===== src/rtl/lus_cfg.svh =====
// register offsets, field positions, reset values and tables of the line status block
`ifndef LUS_CFG_SVH
`define LUS_CFG_SVH

// -----------------------------------------------------------------------------
// register indices (byte address is four times the index)
// -----------------------------------------------------------------------------
`define LUS_OFF_MASK        14'h1004
`define LUS_OFF_LATCH       14'h1005
`define LUS_OFF_LEVEL       14'h1006
`define LUS_OFF_TERM        14'h1007
`define LUS_OFF_RXCTL       14'h1008
`define LUS_PORT_STRIDE     14'h0020
`define LUS_BANK_STRIDE     14'h2000
`define LUS_PORTS_PER_BANK  5'h08

// -----------------------------------------------------------------------------
// field positions
// -----------------------------------------------------------------------------
`define LUS_COND_LOSS       0
`define LUS_COND_SHORT      1
`define LUS_COND_OPEN       2
`define LUS_COND_JITTER     3
`define LUS_CLEAR_SHIFT     4
`define LUS_LEVEL_LSB       4
`define LUS_TERM_EXT        7
`define LUS_TERM_INT        6
`define LUS_TERM_IMP_MSB    2
`define LUS_RXCTL_CLKIN     7
`define LUS_RXCTL_RATIO     3
`define LUS_RXCTL_MON       2
`define LUS_RXCTL_SENS_LSB  0

// -----------------------------------------------------------------------------
// reset values and writable masks
// -----------------------------------------------------------------------------
`define LUS_RST_BYTE        8'h00
`define LUS_TERM_WMASK      8'hC7
`define LUS_RXCTL_WMASK     8'h8F
`define LUS_CSU_FIRST       3'h5

// -----------------------------------------------------------------------------
// sensitivity tables: loss in tenths of a dB, monitor gain in dB
// -----------------------------------------------------------------------------
`define LUS_LOSS_N0         9'h078
`define LUS_LOSS_N1         9'h0C8
`define LUS_LOSS_N2         9'h12C
`define LUS_LOSS_N3_T1      9'h168
`define LUS_LOSS_N3_E1      9'h1AE
`define LUS_LOSS_M0         9'h12C
`define LUS_LOSS_M1         9'h0E1
`define LUS_LOSS_M2         9'h0AF
`define LUS_LOSS_M3         9'h078
`define LUS_GAIN_M0         6'h0E
`define LUS_GAIN_M1         6'h14
`define LUS_GAIN_M2         6'h1A
`define LUS_GAIN_M3         6'h20
`define LUS_GAIN_OFF        6'h00

`endif


===== src/rtl/lus_pkg.sv =====
// types shared by the line status block
package lus_pkg;

   // -----------------------------------------------------------------------------
   // register selected by a bus access
   // -----------------------------------------------------------------------------
   typedef enum logic [2:0] {
      LUS_REG_NONE,
      LUS_REG_MASK,
      LUS_REG_LATCH,
      LUS_REG_LEVEL,
      LUS_REG_TERM,
      LUS_REG_RXCTL
   } lus_reg_t;

endpackage


===== src/rtl/lus_top.sv =====
// per-port line status, interrupt mask and receive configuration registers on avalon-mm
`include "lus_cfg.svh"

module lus_top
   import lus_pkg::*;
#(
   parameter int P = 16
) (
   input  wire logic                  sys_clk,
   input  wire logic                  sys_rst,
   input  wire logic [15:0]           avs_address,
   input  wire logic                  avs_read,
   input  wire logic                  avs_write,
   input  wire logic [31:0]           avs_writedata,
   input  wire logic [3:0]            avs_byteenable,
   output logic      [31:0]           avs_readdata,
   output logic                       avs_waitrequest,
   input  wire logic [P-1:0]          signal_absent,
   input  wire logic [P-1:0]          tx_short_in,
   input  wire logic [P-1:0]          tx_open_in,
   input  wire logic [P-1:0]          jitter_trip_in,
   input  wire logic [P-1:0][3:0]     rx_level_code,
   input  wire logic [P-1:0]          short_haul,
   input  wire logic [P-1:0][3:0]     equalizer_gain_cap,
   input  wire logic [P-1:0][2:0]     tx_build_out_code,
   input  wire logic [P-1:0]          e1_mode,
   output logic      [P-1:0]          line_irq,
   output logic      [P-1:0]          ext_resistor_connect,
   output logic      [P-1:0]          internal_term_enable,
   output logic      [P-1:0][2:0]     rx_impedance_select,
   output logic      [P-1:0]          rx_clock_input_mode,
   output logic      [P-1:0]          rx_turns_ratio,
   output logic      [P-1:0]          monitor_mode_enable,
   output logic      [P-1:0][1:0]     rx_sensitivity_select,
   output logic      [P-1:0][8:0]     rx_max_loss_tenth_db,
   output logic      [P-1:0][5:0]     monitor_gain_db
);

   localparam int PW = (P > 1) ? $clog2(P) : 1;

   // -----------------------------------------------------------------------------
   // functions
   // -----------------------------------------------------------------------------

   // word index of one register of one zero-based port
   function automatic logic [13:0] lus_reg_index(input int unsigned port, input logic [13:0] off);
      logic [31:0] a;
      a = 32'(off) + 32'(port) * 32'(`LUS_PORT_STRIDE)
          + (32'(port) / 32'(`LUS_PORTS_PER_BANK)) * 32'(`LUS_BANK_STRIDE);
      return a[13:0];
   endfunction

   // allowed cable loss for a sensitivity code, in tenths of a dB
   function automatic logic [8:0] lus_max_loss(input logic mon, input logic [1:0] sel, input logic e1);
      logic [8:0] v;
      v = `LUS_LOSS_N0;
      if (mon) begin
         unique case (sel)
            2'h0: v = `LUS_LOSS_M0;
            2'h1: v = `LUS_LOSS_M1;
            2'h2: v = `LUS_LOSS_M2;
            2'h3: v = `LUS_LOSS_M3;
         endcase
      end else begin
         unique case (sel)
            2'h0: v = `LUS_LOSS_N0;
            2'h1: v = `LUS_LOSS_N1;
            2'h2: v = `LUS_LOSS_N2;
            2'h3: v = e1 ? `LUS_LOSS_N3_E1 : `LUS_LOSS_N3_T1;
         endcase
      end
      return v;
   endfunction

   // monitor gain in dB, zero when monitor mode is off
   function automatic logic [5:0] lus_mon_gain(input logic mon, input logic [1:0] sel);
      logic [5:0] g;
      g = `LUS_GAIN_OFF;
      if (mon) begin
         unique case (sel)
            2'h0: g = `LUS_GAIN_M0;
            2'h1: g = `LUS_GAIN_M1;
            2'h2: g = `LUS_GAIN_M2;
            2'h3: g = `LUS_GAIN_M3;
         endcase
      end
      return g;
   endfunction

   // -----------------------------------------------------------------------------
   // address decode
   // -----------------------------------------------------------------------------
   lus_reg_t          sel_reg;
   logic [PW-1:0]     sel_port;
   logic [13:0]       word_idx;

   // linear search over ports; the address map has gaps, so no shortcut is safe
   always_comb begin
      word_idx = avs_address[15:2];
      sel_reg  = LUS_REG_NONE;
      sel_port = '0;
      for (int unsigned p = 0; p < P; p++) begin
         if (word_idx == lus_reg_index(p, `LUS_OFF_MASK)) begin
            sel_reg  = LUS_REG_MASK;
            sel_port = PW'(p);
         end
         if (word_idx == lus_reg_index(p, `LUS_OFF_LATCH)) begin
            sel_reg  = LUS_REG_LATCH;
            sel_port = PW'(p);
         end
         if (word_idx == lus_reg_index(p, `LUS_OFF_LEVEL)) begin
            sel_reg  = LUS_REG_LEVEL;
            sel_port = PW'(p);
         end
         if (word_idx == lus_reg_index(p, `LUS_OFF_TERM)) begin
            sel_reg  = LUS_REG_TERM;
            sel_port = PW'(p);
         end
         if (word_idx == lus_reg_index(p, `LUS_OFF_RXCTL)) begin
            sel_reg  = LUS_REG_RXCTL;
            sel_port = PW'(p);
         end
      end
   end

   // -----------------------------------------------------------------------------
   // bus handshake
   // -----------------------------------------------------------------------------
   logic              ack_ff;
   logic              nxt_ack;
   logic [7:0]        rdata_ff;
   logic [7:0]        nxt_rdata;
   logic              wr_en;
   logic [7:0]        wbyte;

   logic [P-1:0][7:0] mask_ff;
   logic [P-1:0][7:0] latch_ff;
   logic [P-1:0][7:0] term_ff;
   logic [P-1:0][7:0] rxctl_ff;
   logic [P-1:0][3:0] level_ff;

   // one wait state: read data is captured at the first edge, answered at the second
   always_comb begin
      nxt_ack   = (avs_read | avs_write) & ~ack_ff;
      nxt_rdata = rdata_ff;
      if (avs_read && !ack_ff) begin
         unique case (sel_reg)
            LUS_REG_MASK:  nxt_rdata = mask_ff[sel_port];
            LUS_REG_LATCH: nxt_rdata = latch_ff[sel_port];
            LUS_REG_LEVEL: nxt_rdata = {level_ff[sel_port], 4'h0};
            LUS_REG_TERM:  nxt_rdata = term_ff[sel_port];
            LUS_REG_RXCTL: nxt_rdata = rxctl_ff[sel_port];
            LUS_REG_NONE:  nxt_rdata = 8'h00;
         endcase
      end
   end

   always_ff @(posedge sys_clk or posedge sys_rst) begin
      if (sys_rst) begin
         ack_ff   <= 1'b0;
         rdata_ff <= `LUS_RST_BYTE;
      end else begin
         ack_ff   <= nxt_ack;
         rdata_ff <= nxt_rdata;
      end
   end

   // writes take effect only at the edge that ends the wait, lane 0 carries the byte
   assign avs_waitrequest = (avs_read | avs_write) & ~ack_ff;
   assign avs_readdata    = {24'h000000, rdata_ff};
   assign wr_en           = avs_write & ack_ff & avs_byteenable[0];
   assign wbyte           = avs_writedata[7:0];

   // -----------------------------------------------------------------------------
   // condition synchronisers and edge detection
   // -----------------------------------------------------------------------------
   logic [P-1:0][3:0] cond_s1_ff;
   logic [P-1:0][3:0] cond_s2_ff;
   logic [P-1:0][3:0] cond_prev_ff;
   logic [P-1:0][3:0] lvl_s1_ff;
   logic [P-1:0][3:0] lvl_s2_ff;
   logic [P-1:0][3:0] nxt_cond_s1;
   logic [P-1:0][3:0] nxt_lvl_s1;
   logic [P-1:0][3:0] nxt_level;

   // raw pins bundled per port in latched-bit order
   always_comb begin
      for (int p = 0; p < P; p++) begin
         nxt_cond_s1[p][`LUS_COND_LOSS]   = signal_absent[p];
         nxt_cond_s1[p][`LUS_COND_SHORT]  = tx_short_in[p];
         nxt_cond_s1[p][`LUS_COND_OPEN]   = tx_open_in[p];
         nxt_cond_s1[p][`LUS_COND_JITTER] = jitter_trip_in[p];
         nxt_lvl_s1[p]                    = rx_level_code[p];
         // the level code may tear for one sample during a change; it is a live reading
         nxt_level[p] = lvl_s2_ff[p];
         if (short_haul[p] && (lvl_s2_ff[p] > equalizer_gain_cap[p])) begin
            nxt_level[p] = equalizer_gain_cap[p];
         end
      end
   end

   always_ff @(posedge sys_clk or posedge sys_rst) begin
      if (sys_rst) begin
         cond_s1_ff   <= '0;
         cond_s2_ff   <= '0;
         cond_prev_ff <= '0;
         lvl_s1_ff    <= '0;
         lvl_s2_ff    <= '0;
         level_ff     <= '0;
      end else begin
         cond_s1_ff   <= nxt_cond_s1;
         cond_s2_ff   <= cond_s1_ff;
         cond_prev_ff <= cond_s2_ff;
         lvl_s1_ff    <= nxt_lvl_s1;
         lvl_s2_ff    <= lvl_s1_ff;
         level_ff     <= nxt_level;
      end
   end

   // -----------------------------------------------------------------------------
   // register file
   // -----------------------------------------------------------------------------
   logic [P-1:0][7:0] nxt_mask;
   logic [P-1:0][7:0] nxt_latch;
   logic [P-1:0][7:0] nxt_term;
   logic [P-1:0][7:0] nxt_rxctl;
   logic [P-1:0][3:0] rise;
   logic [P-1:0][3:0] fall;
   logic [P-1:0][7:0] set_ev;
   logic [P-1:0][7:0] clr_ev;
   logic [P-1:0]      csu_shape;

   // set wins over a same-cycle write-one-to-clear so no event is lost
   always_comb begin
      for (int p = 0; p < P; p++) begin
         rise[p]      = cond_s2_ff[p] & ~cond_prev_ff[p];
         fall[p]      = ~cond_s2_ff[p] & cond_prev_ff[p];
         csu_shape[p] = tx_build_out_code[p] >= `LUS_CSU_FIRST;
         set_ev[p][`LUS_COND_LOSS]   = rise[p][`LUS_COND_LOSS];
         set_ev[p][`LUS_COND_SHORT]  = rise[p][`LUS_COND_SHORT] & ~csu_shape[p];
         set_ev[p][`LUS_COND_OPEN]   = rise[p][`LUS_COND_OPEN] & ~csu_shape[p];
         set_ev[p][`LUS_COND_JITTER] = rise[p][`LUS_COND_JITTER];
         set_ev[p][`LUS_CLEAR_SHIFT + `LUS_COND_LOSS]   = fall[p][`LUS_COND_LOSS];
         set_ev[p][`LUS_CLEAR_SHIFT + `LUS_COND_SHORT]  = fall[p][`LUS_COND_SHORT];
         set_ev[p][`LUS_CLEAR_SHIFT + `LUS_COND_OPEN]   = fall[p][`LUS_COND_OPEN];
         set_ev[p][`LUS_CLEAR_SHIFT + `LUS_COND_JITTER] = fall[p][`LUS_COND_JITTER];
         clr_ev[p]    = 8'h00;
         nxt_mask[p]  = mask_ff[p];
         nxt_term[p]  = term_ff[p];
         nxt_rxctl[p] = rxctl_ff[p];
         if (wr_en && (sel_port == PW'(p))) begin
            unique case (sel_reg)
               LUS_REG_MASK:  nxt_mask[p]  = wbyte;
               LUS_REG_LATCH: clr_ev[p]    = wbyte;
               LUS_REG_TERM:  nxt_term[p]  = wbyte & `LUS_TERM_WMASK;
               LUS_REG_RXCTL: nxt_rxctl[p] = wbyte & `LUS_RXCTL_WMASK;
               LUS_REG_LEVEL: nxt_mask[p]  = mask_ff[p];
               LUS_REG_NONE:  nxt_mask[p]  = mask_ff[p];
            endcase
         end
         nxt_latch[p] = (latch_ff[p] & ~clr_ev[p]) | set_ev[p];
      end
   end

   always_ff @(posedge sys_clk or posedge sys_rst) begin
      if (sys_rst) begin
         mask_ff  <= '0;
         latch_ff <= '0;
         term_ff  <= '0;
         rxctl_ff <= '0;
      end else begin
         mask_ff  <= nxt_mask;
         latch_ff <= nxt_latch;
         term_ff  <= nxt_term;
         rxctl_ff <= nxt_rxctl;
      end
   end

   // -----------------------------------------------------------------------------
   // registered control outputs and interrupt
   // -----------------------------------------------------------------------------
   logic [P-1:0]      irq_ff;
   logic [P-1:0]      ext_ff;
   logic [P-1:0]      int_ff;
   logic [P-1:0][2:0] imp_ff;
   logic [P-1:0]      clkin_ff;
   logic [P-1:0]      ratio_ff;
   logic [P-1:0]      mon_ff;
   logic [P-1:0][1:0] sens_ff;
   logic [P-1:0][8:0] loss_ff;
   logic [P-1:0][5:0] gain_ff;
   logic [P-1:0]      nxt_irq;
   logic [P-1:0]      nxt_ext;
   logic [P-1:0]      nxt_int;
   logic [P-1:0][2:0] nxt_imp;
   logic [P-1:0]      nxt_clkin;
   logic [P-1:0]      nxt_ratio;
   logic [P-1:0]      nxt_mon;
   logic [P-1:0][1:0] nxt_sens;
   logic [P-1:0][8:0] nxt_loss;
   logic [P-1:0][5:0] nxt_gain;

   // outputs follow the registers one cycle later; the analog side sees no glitches
   always_comb begin
      for (int p = 0; p < P; p++) begin
         nxt_irq[p]   = |(latch_ff[p] & mask_ff[p]);
         nxt_ext[p]   = term_ff[p][`LUS_TERM_EXT];
         // a reserved code or the 2:1 ratio keeps the internal match off
         nxt_int[p]   = term_ff[p][`LUS_TERM_INT]
                        & ~term_ff[p][`LUS_TERM_IMP_MSB]
                        & ~rxctl_ff[p][`LUS_RXCTL_RATIO];
         nxt_imp[p]   = term_ff[p][`LUS_TERM_IMP_MSB:0];
         nxt_clkin[p] = rxctl_ff[p][`LUS_RXCTL_CLKIN];
         nxt_ratio[p] = rxctl_ff[p][`LUS_RXCTL_RATIO];
         nxt_mon[p]   = rxctl_ff[p][`LUS_RXCTL_MON];
         nxt_sens[p]  = rxctl_ff[p][`LUS_RXCTL_SENS_LSB +: 2];
         nxt_loss[p]  = lus_max_loss(nxt_mon[p], nxt_sens[p], e1_mode[p]);
         nxt_gain[p]  = lus_mon_gain(nxt_mon[p], nxt_sens[p]);
      end
   end

   always_ff @(posedge sys_clk or posedge sys_rst) begin
      if (sys_rst) begin
         irq_ff   <= '0;
         ext_ff   <= '0;
         int_ff   <= '0;
         imp_ff   <= '0;
         clkin_ff <= '0;
         ratio_ff <= '0;
         mon_ff   <= '0;
         sens_ff  <= '0;
         loss_ff  <= {P{`LUS_LOSS_N0}};
         gain_ff  <= {P{`LUS_GAIN_OFF}};
      end else begin
         irq_ff   <= nxt_irq;
         ext_ff   <= nxt_ext;
         int_ff   <= nxt_int;
         imp_ff   <= nxt_imp;
         clkin_ff <= nxt_clkin;
         ratio_ff <= nxt_ratio;
         mon_ff   <= nxt_mon;
         sens_ff  <= nxt_sens;
         loss_ff  <= nxt_loss;
         gain_ff  <= nxt_gain;
      end
   end

   // port wiring
   assign line_irq              = irq_ff;
   assign ext_resistor_connect  = ext_ff;
   assign internal_term_enable  = int_ff;
   assign rx_impedance_select   = imp_ff;
   assign rx_clock_input_mode   = clkin_ff;
   assign rx_turns_ratio        = ratio_ff;
   assign monitor_mode_enable   = mon_ff;
   assign rx_sensitivity_select = sens_ff;
   assign rx_max_loss_tenth_db  = loss_ff;
   assign monitor_gain_db       = gain_ff;

endmodule


===== config.mk =====
export PLATFORM = sky130hd
export DESIGN_NAME = lus_top
export DESIGN_NICKNAME = d
export VERILOG_FILES = /design/src/rtl/lus_pkg.sv /design/src/rtl/lus_top.sv
export VERILOG_INCLUDE_DIRS = /design/src /design/src/rtl
export SDC_FILE = /design/constraint.sdc
export NUM_CORES = 2
export LEC_CHECK = 0
export BUFFER_PORTS_ARGS = -buffer_cell sky130_fd_sc_hd__buf_4
export CORE_MARGIN = 5
export CORE_UTILIZATION = 40
export CTS_CLUSTER_SIZE = 30
export DETAILED_ROUTE_END_ITERATION = 12
export HOLD_SLACK_MARGIN = 0.15
export PLACE_DENSITY = 0.59
export SETUP_SLACK_MARGIN = 0.02
export SLEW_MARGIN = 10
export SYNTH_ARGS = -nofsm -noshare
export SYNTH_HDL_FRONTEND = slang
export SYNTH_SLANG_ARGS = --single-unit

===== constraint.sdc =====
create_clock -name sys_clk -period 42.8 [get_ports sys_clk]
set_input_delay 2.14 -clock sys_clk [delete_from_list [all_inputs] [get_ports sys_clk]]
set_output_delay 2.14 -clock sys_clk [all_outputs]
set_load 0.02 [all_outputs]

==> flow_metrics.tcl <==
set metrics [dict create \
    die_h_um 355 \
    cts_htree_levels 4 \
    drt_iter0_markers 2628 \
    synth_area_leaders "dfrtp_1 (58%), mux2_2 (8.9%), o21ai_0 (4.0%)" \
    io_pins 777 \
    worst-path-buf-inv 2 \
    relSlewSlack_pct 16.5 \
    synth_cells 3895 \
    crit_fanout 36 \
    avgSynthCellArea_um2 12.3 \
    clock_power_share_pct 47.7 \
    area_growth_pct 22.9 \
    clock.fmax_ghz 0.151 \
    vias_per_cell 5.39 \
    clock_latency_ps 750 \
    cell_internal_pwr_w 0.00186 \
    numCtsBuffers 131 \
    clock-sinks 1177 \
    antenna_found_initial 6 \
    worstPathRequired_ps 43410 \
    synth_largest_area_cell "dfrtp_1" \
    synth_ff_type "dfrtp_1" \
    dpl.hpwl_um 114000 \
    tightest_slew_ps 1250 \
    coreArea_um2 118000 \
    netlist_area_um2 47700 \
    nFillCells 10600 \
    crit_path_end_kind "flop" \
    slew_viol_final 0 \
    hold_viol 0 \
    postPlaceCellArea_um2 54300 \
    cts_tree "yes" \
    port_buffers 707 \
    synth-seq-cells 1177 \
    grt_first_pass_wirelength_um 231000 \
    ir_drop_mv 0.0376 \
    status "finished clean" \
    crit_family "simple AND/OR/NAND/NOR gates" \
    clk_path_buf_depth 3 \
    ys_top_cells_by_count "dfrtp_1 (1113), o21ai_0 (380), mux2_2 (377)" \
    hold_path_class "flop to flop" \
    grt_max_degree 193 \
    min-delay-start "cond_s1_ff[1]$_DFF_PP0_" \
    tns_ps 0 \
    dieArea_um2 126000 \
    max_stage_delay_ps 980 \
    holdPathStages 0 \
    ys_warn_count 0 \
    overflow 0 \
    power_leakage_nw 27.4 \
    drtAntennaViolNets 0 \
    rr_startpoint "ack_ff$_DFF_PP0_" \
    routed_wl_um 160000 \
    drive_gt1_share_pct 31.6 \
    post-route-period-util_pct 15.5 \
    synth-seq-area-share_pct 61.9 \
    final_area_um2 58700 \
    synth_edf_count 0 \
    rsz0062_at_grt "no" \
    reg2reg_to "mask_ff[12]$_DFFE_PP0P_" \
    wl_per_cell_um 25.7 \
    path_class "primary input to flop" \
    grt_pass1_vias 34200 \
    period_minus_slack_ps 6610 \
    power.density_nw_per_um2 40.8 \
    async_flop_share_pct 100 \
    synth_cell_type_count 96 \
    slowest_stage "nor2_2" \
    whs_endpoint "cond_s2_ff[1]$_DFF_PP0_" \
    reg2reg_depth 5 \
    drc_errors 0 \
    fin_nets 5047 \
    gp_congestion 0.908 \
    netlist.area_leader.share_pct 58.4 \
    r2r_slack_ps 39250 \
    finalSetupViolations 0 \
    finClkSkew_ps 30.5 \
    crit_chain "buf_4, nor2b_1, a211oi_1, o21ai_1, and4_2, nand2_4, buf_4, nor2_2, nand2_1, nor2_2, mux2_2" \
    initial_core_util_pct 40.4 \
    cts.repair.resized 0 \
    start_kind "primary input" \
    die_width_um 355 \
    path_clk_slew_ps 60 \
    net-switching-power_w 0.000534 \
    cts_hold_buf 0 \
    sequentialPowerShare_pct 47.9 \
    cap_violations 0 \
    cts-root-buf "clkbuf_16" \
    share_comb_of_total_power_pct 4.5 \
    yosysMostFrequentCell "dfrtp_1" \
    track_usage_pct 24.7 \
    detail_route.first_pass.iterations 7 \
    cp_data_arrival_time_ps 7220 \
    num_rows 126 \
    cts_setup_buffers 0 \
    routed-via-count 33500 \
    power.switching_fraction_pct 22.3 \
]
## final cells by class
class	count	area, um^2	area share (%)
well taps	1536	1920	3.28
inverters	217	822	1.40
diodes	1	2.50	0.00427
multi-input cells	2291	16300	27.7
clock buffers	200	3930	6.70
repair buffers	757	5710	9.73
clock inverters	35	475	0.810
flip-flops and latches	1177	29500	50.3
## logic make-up after synthesis
logic type / Yosys count / synth area share, %
AOI/OAI and AO/OA: 848 / 11.1
xor gates and xnor gates: 2 / 0.0367
adders and majority gates: 144 / 3.77
buffers and inverters: 466 / 4.54
DFF: 1177 / 61.9
muxes: 425 / 9.90
other: 1 / 0.00786
and+or+nand+nor: 832 / 8.73
## stage by stage
step	hold WS [ps]	power [W]	util (%)	cells	setup WS, ps
floorplan	331	0.00122	-	3934	7610
global placement	332	0.00127	45.9	5978	35470
detailed placement	335	0.00127	45.9	5978	35550
CTS	335	0.00242	49.6	6213	36320
global route	344	0.00248	49.6	6214	36040
finish	330	0.00239	49.6	6214	36190
## registers in the layout, summed over array words and instances (netlist names), 48 cells and up
name and count:
nxt_imp 48, rx_max_loss_tenth_db 144, level_ff 64, monitor_gain_db 48
cond_s1_ff 64, cond_s2_ff 64, rx_impedance_select 48, latch_ff 128
lvl_s2_ff 64, lvl_s1_ff 64, cond_prev_ff 64, mask_ff 128
## how the worst max path moves through the flow
stage | from | endpoint | slack, ps | depth (start not counted)
global placement | avs_address[9] | mask_ff[0]$_DFFE_PP0P_ | 35470 | 11
detailed placement | avs_address[9] | mask_ff[6]$_DFFE_PP0P_ | 35550 | 11
floorplan | sys_rst | ack_ff$_DFF_PP0_ | 7610 | 1
CTS | avs_address[9] | mask_ff[6]$_DFFE_PP0P_ | 36320 | 11
finish | avs_address[9] | mask_ff[6]$_DFFE_PP0P_ | 36190 | 11
global route | sys_rst | mask_ff[20]$_DFFE_PP0P_ | 36040 | 6
## cell usage in the layout, fill, tap and decap left out, types with 9 or more instances in the layout
master     count
a211o_1       12
a211oi_1      16
a21oi_1       96
a221oi_1       9
a222oi_1      15
a22oi_1       68
a311oi_1       9
a31oi_1       20
and2_1        35
buf_4        755
clkbuf_1      33
clkbuf_16    134
clkbuf_8      33
clkinv_2      12
conb_1        40
dfrtp_1     1113
dfstp_2       64
ha_1         144
inv_1        215
mux2_2       377
mux2i_1       48
nand2_1      313
nand2_2       10
nand2b_1      42
nand3_1      136
nand4_1       31
nor2_1        98
nor2_2        14
nor2b_1       37
nor3_1        32
nor3b_1       20
o2111ai_1     11
o21a_1        22
o21ai_0      380
o21bai_1      40
o221a_2       11
o22a_1        11
o22ai_1       66
## power by group through the flow
| stage | clock (W) | combinational, W | sequential (W) |
|---|---|---|---|
| floorplan | 0 | 0.0000575 | 0.00117 |
| global placement | 0 | 0.000107 | 0.00117 |
| detailed placement | 0 | 0.000108 | 0.00117 |
| CTS | 0.00117 | 0.000108 | 0.00115 |
| global route | 0.00121 | 0.000119 | 0.00115 |
| finish | 0.00114 | 0.000106 | 0.00115 |
## routing by layer
metal  routed length, um  vias up  track usage [%]  part of all wire (%)
met5                  54        -                0                 0.034
met4                6190        8             9.14                   3.9
met3               13000      321             6.28                   8.2
met2               78900     1414             42.6                    49
met1               61500    16800             29.9                    38
li1                    -    14900                -                     -
No activity file was read; power rests on OpenSTA's default activity.
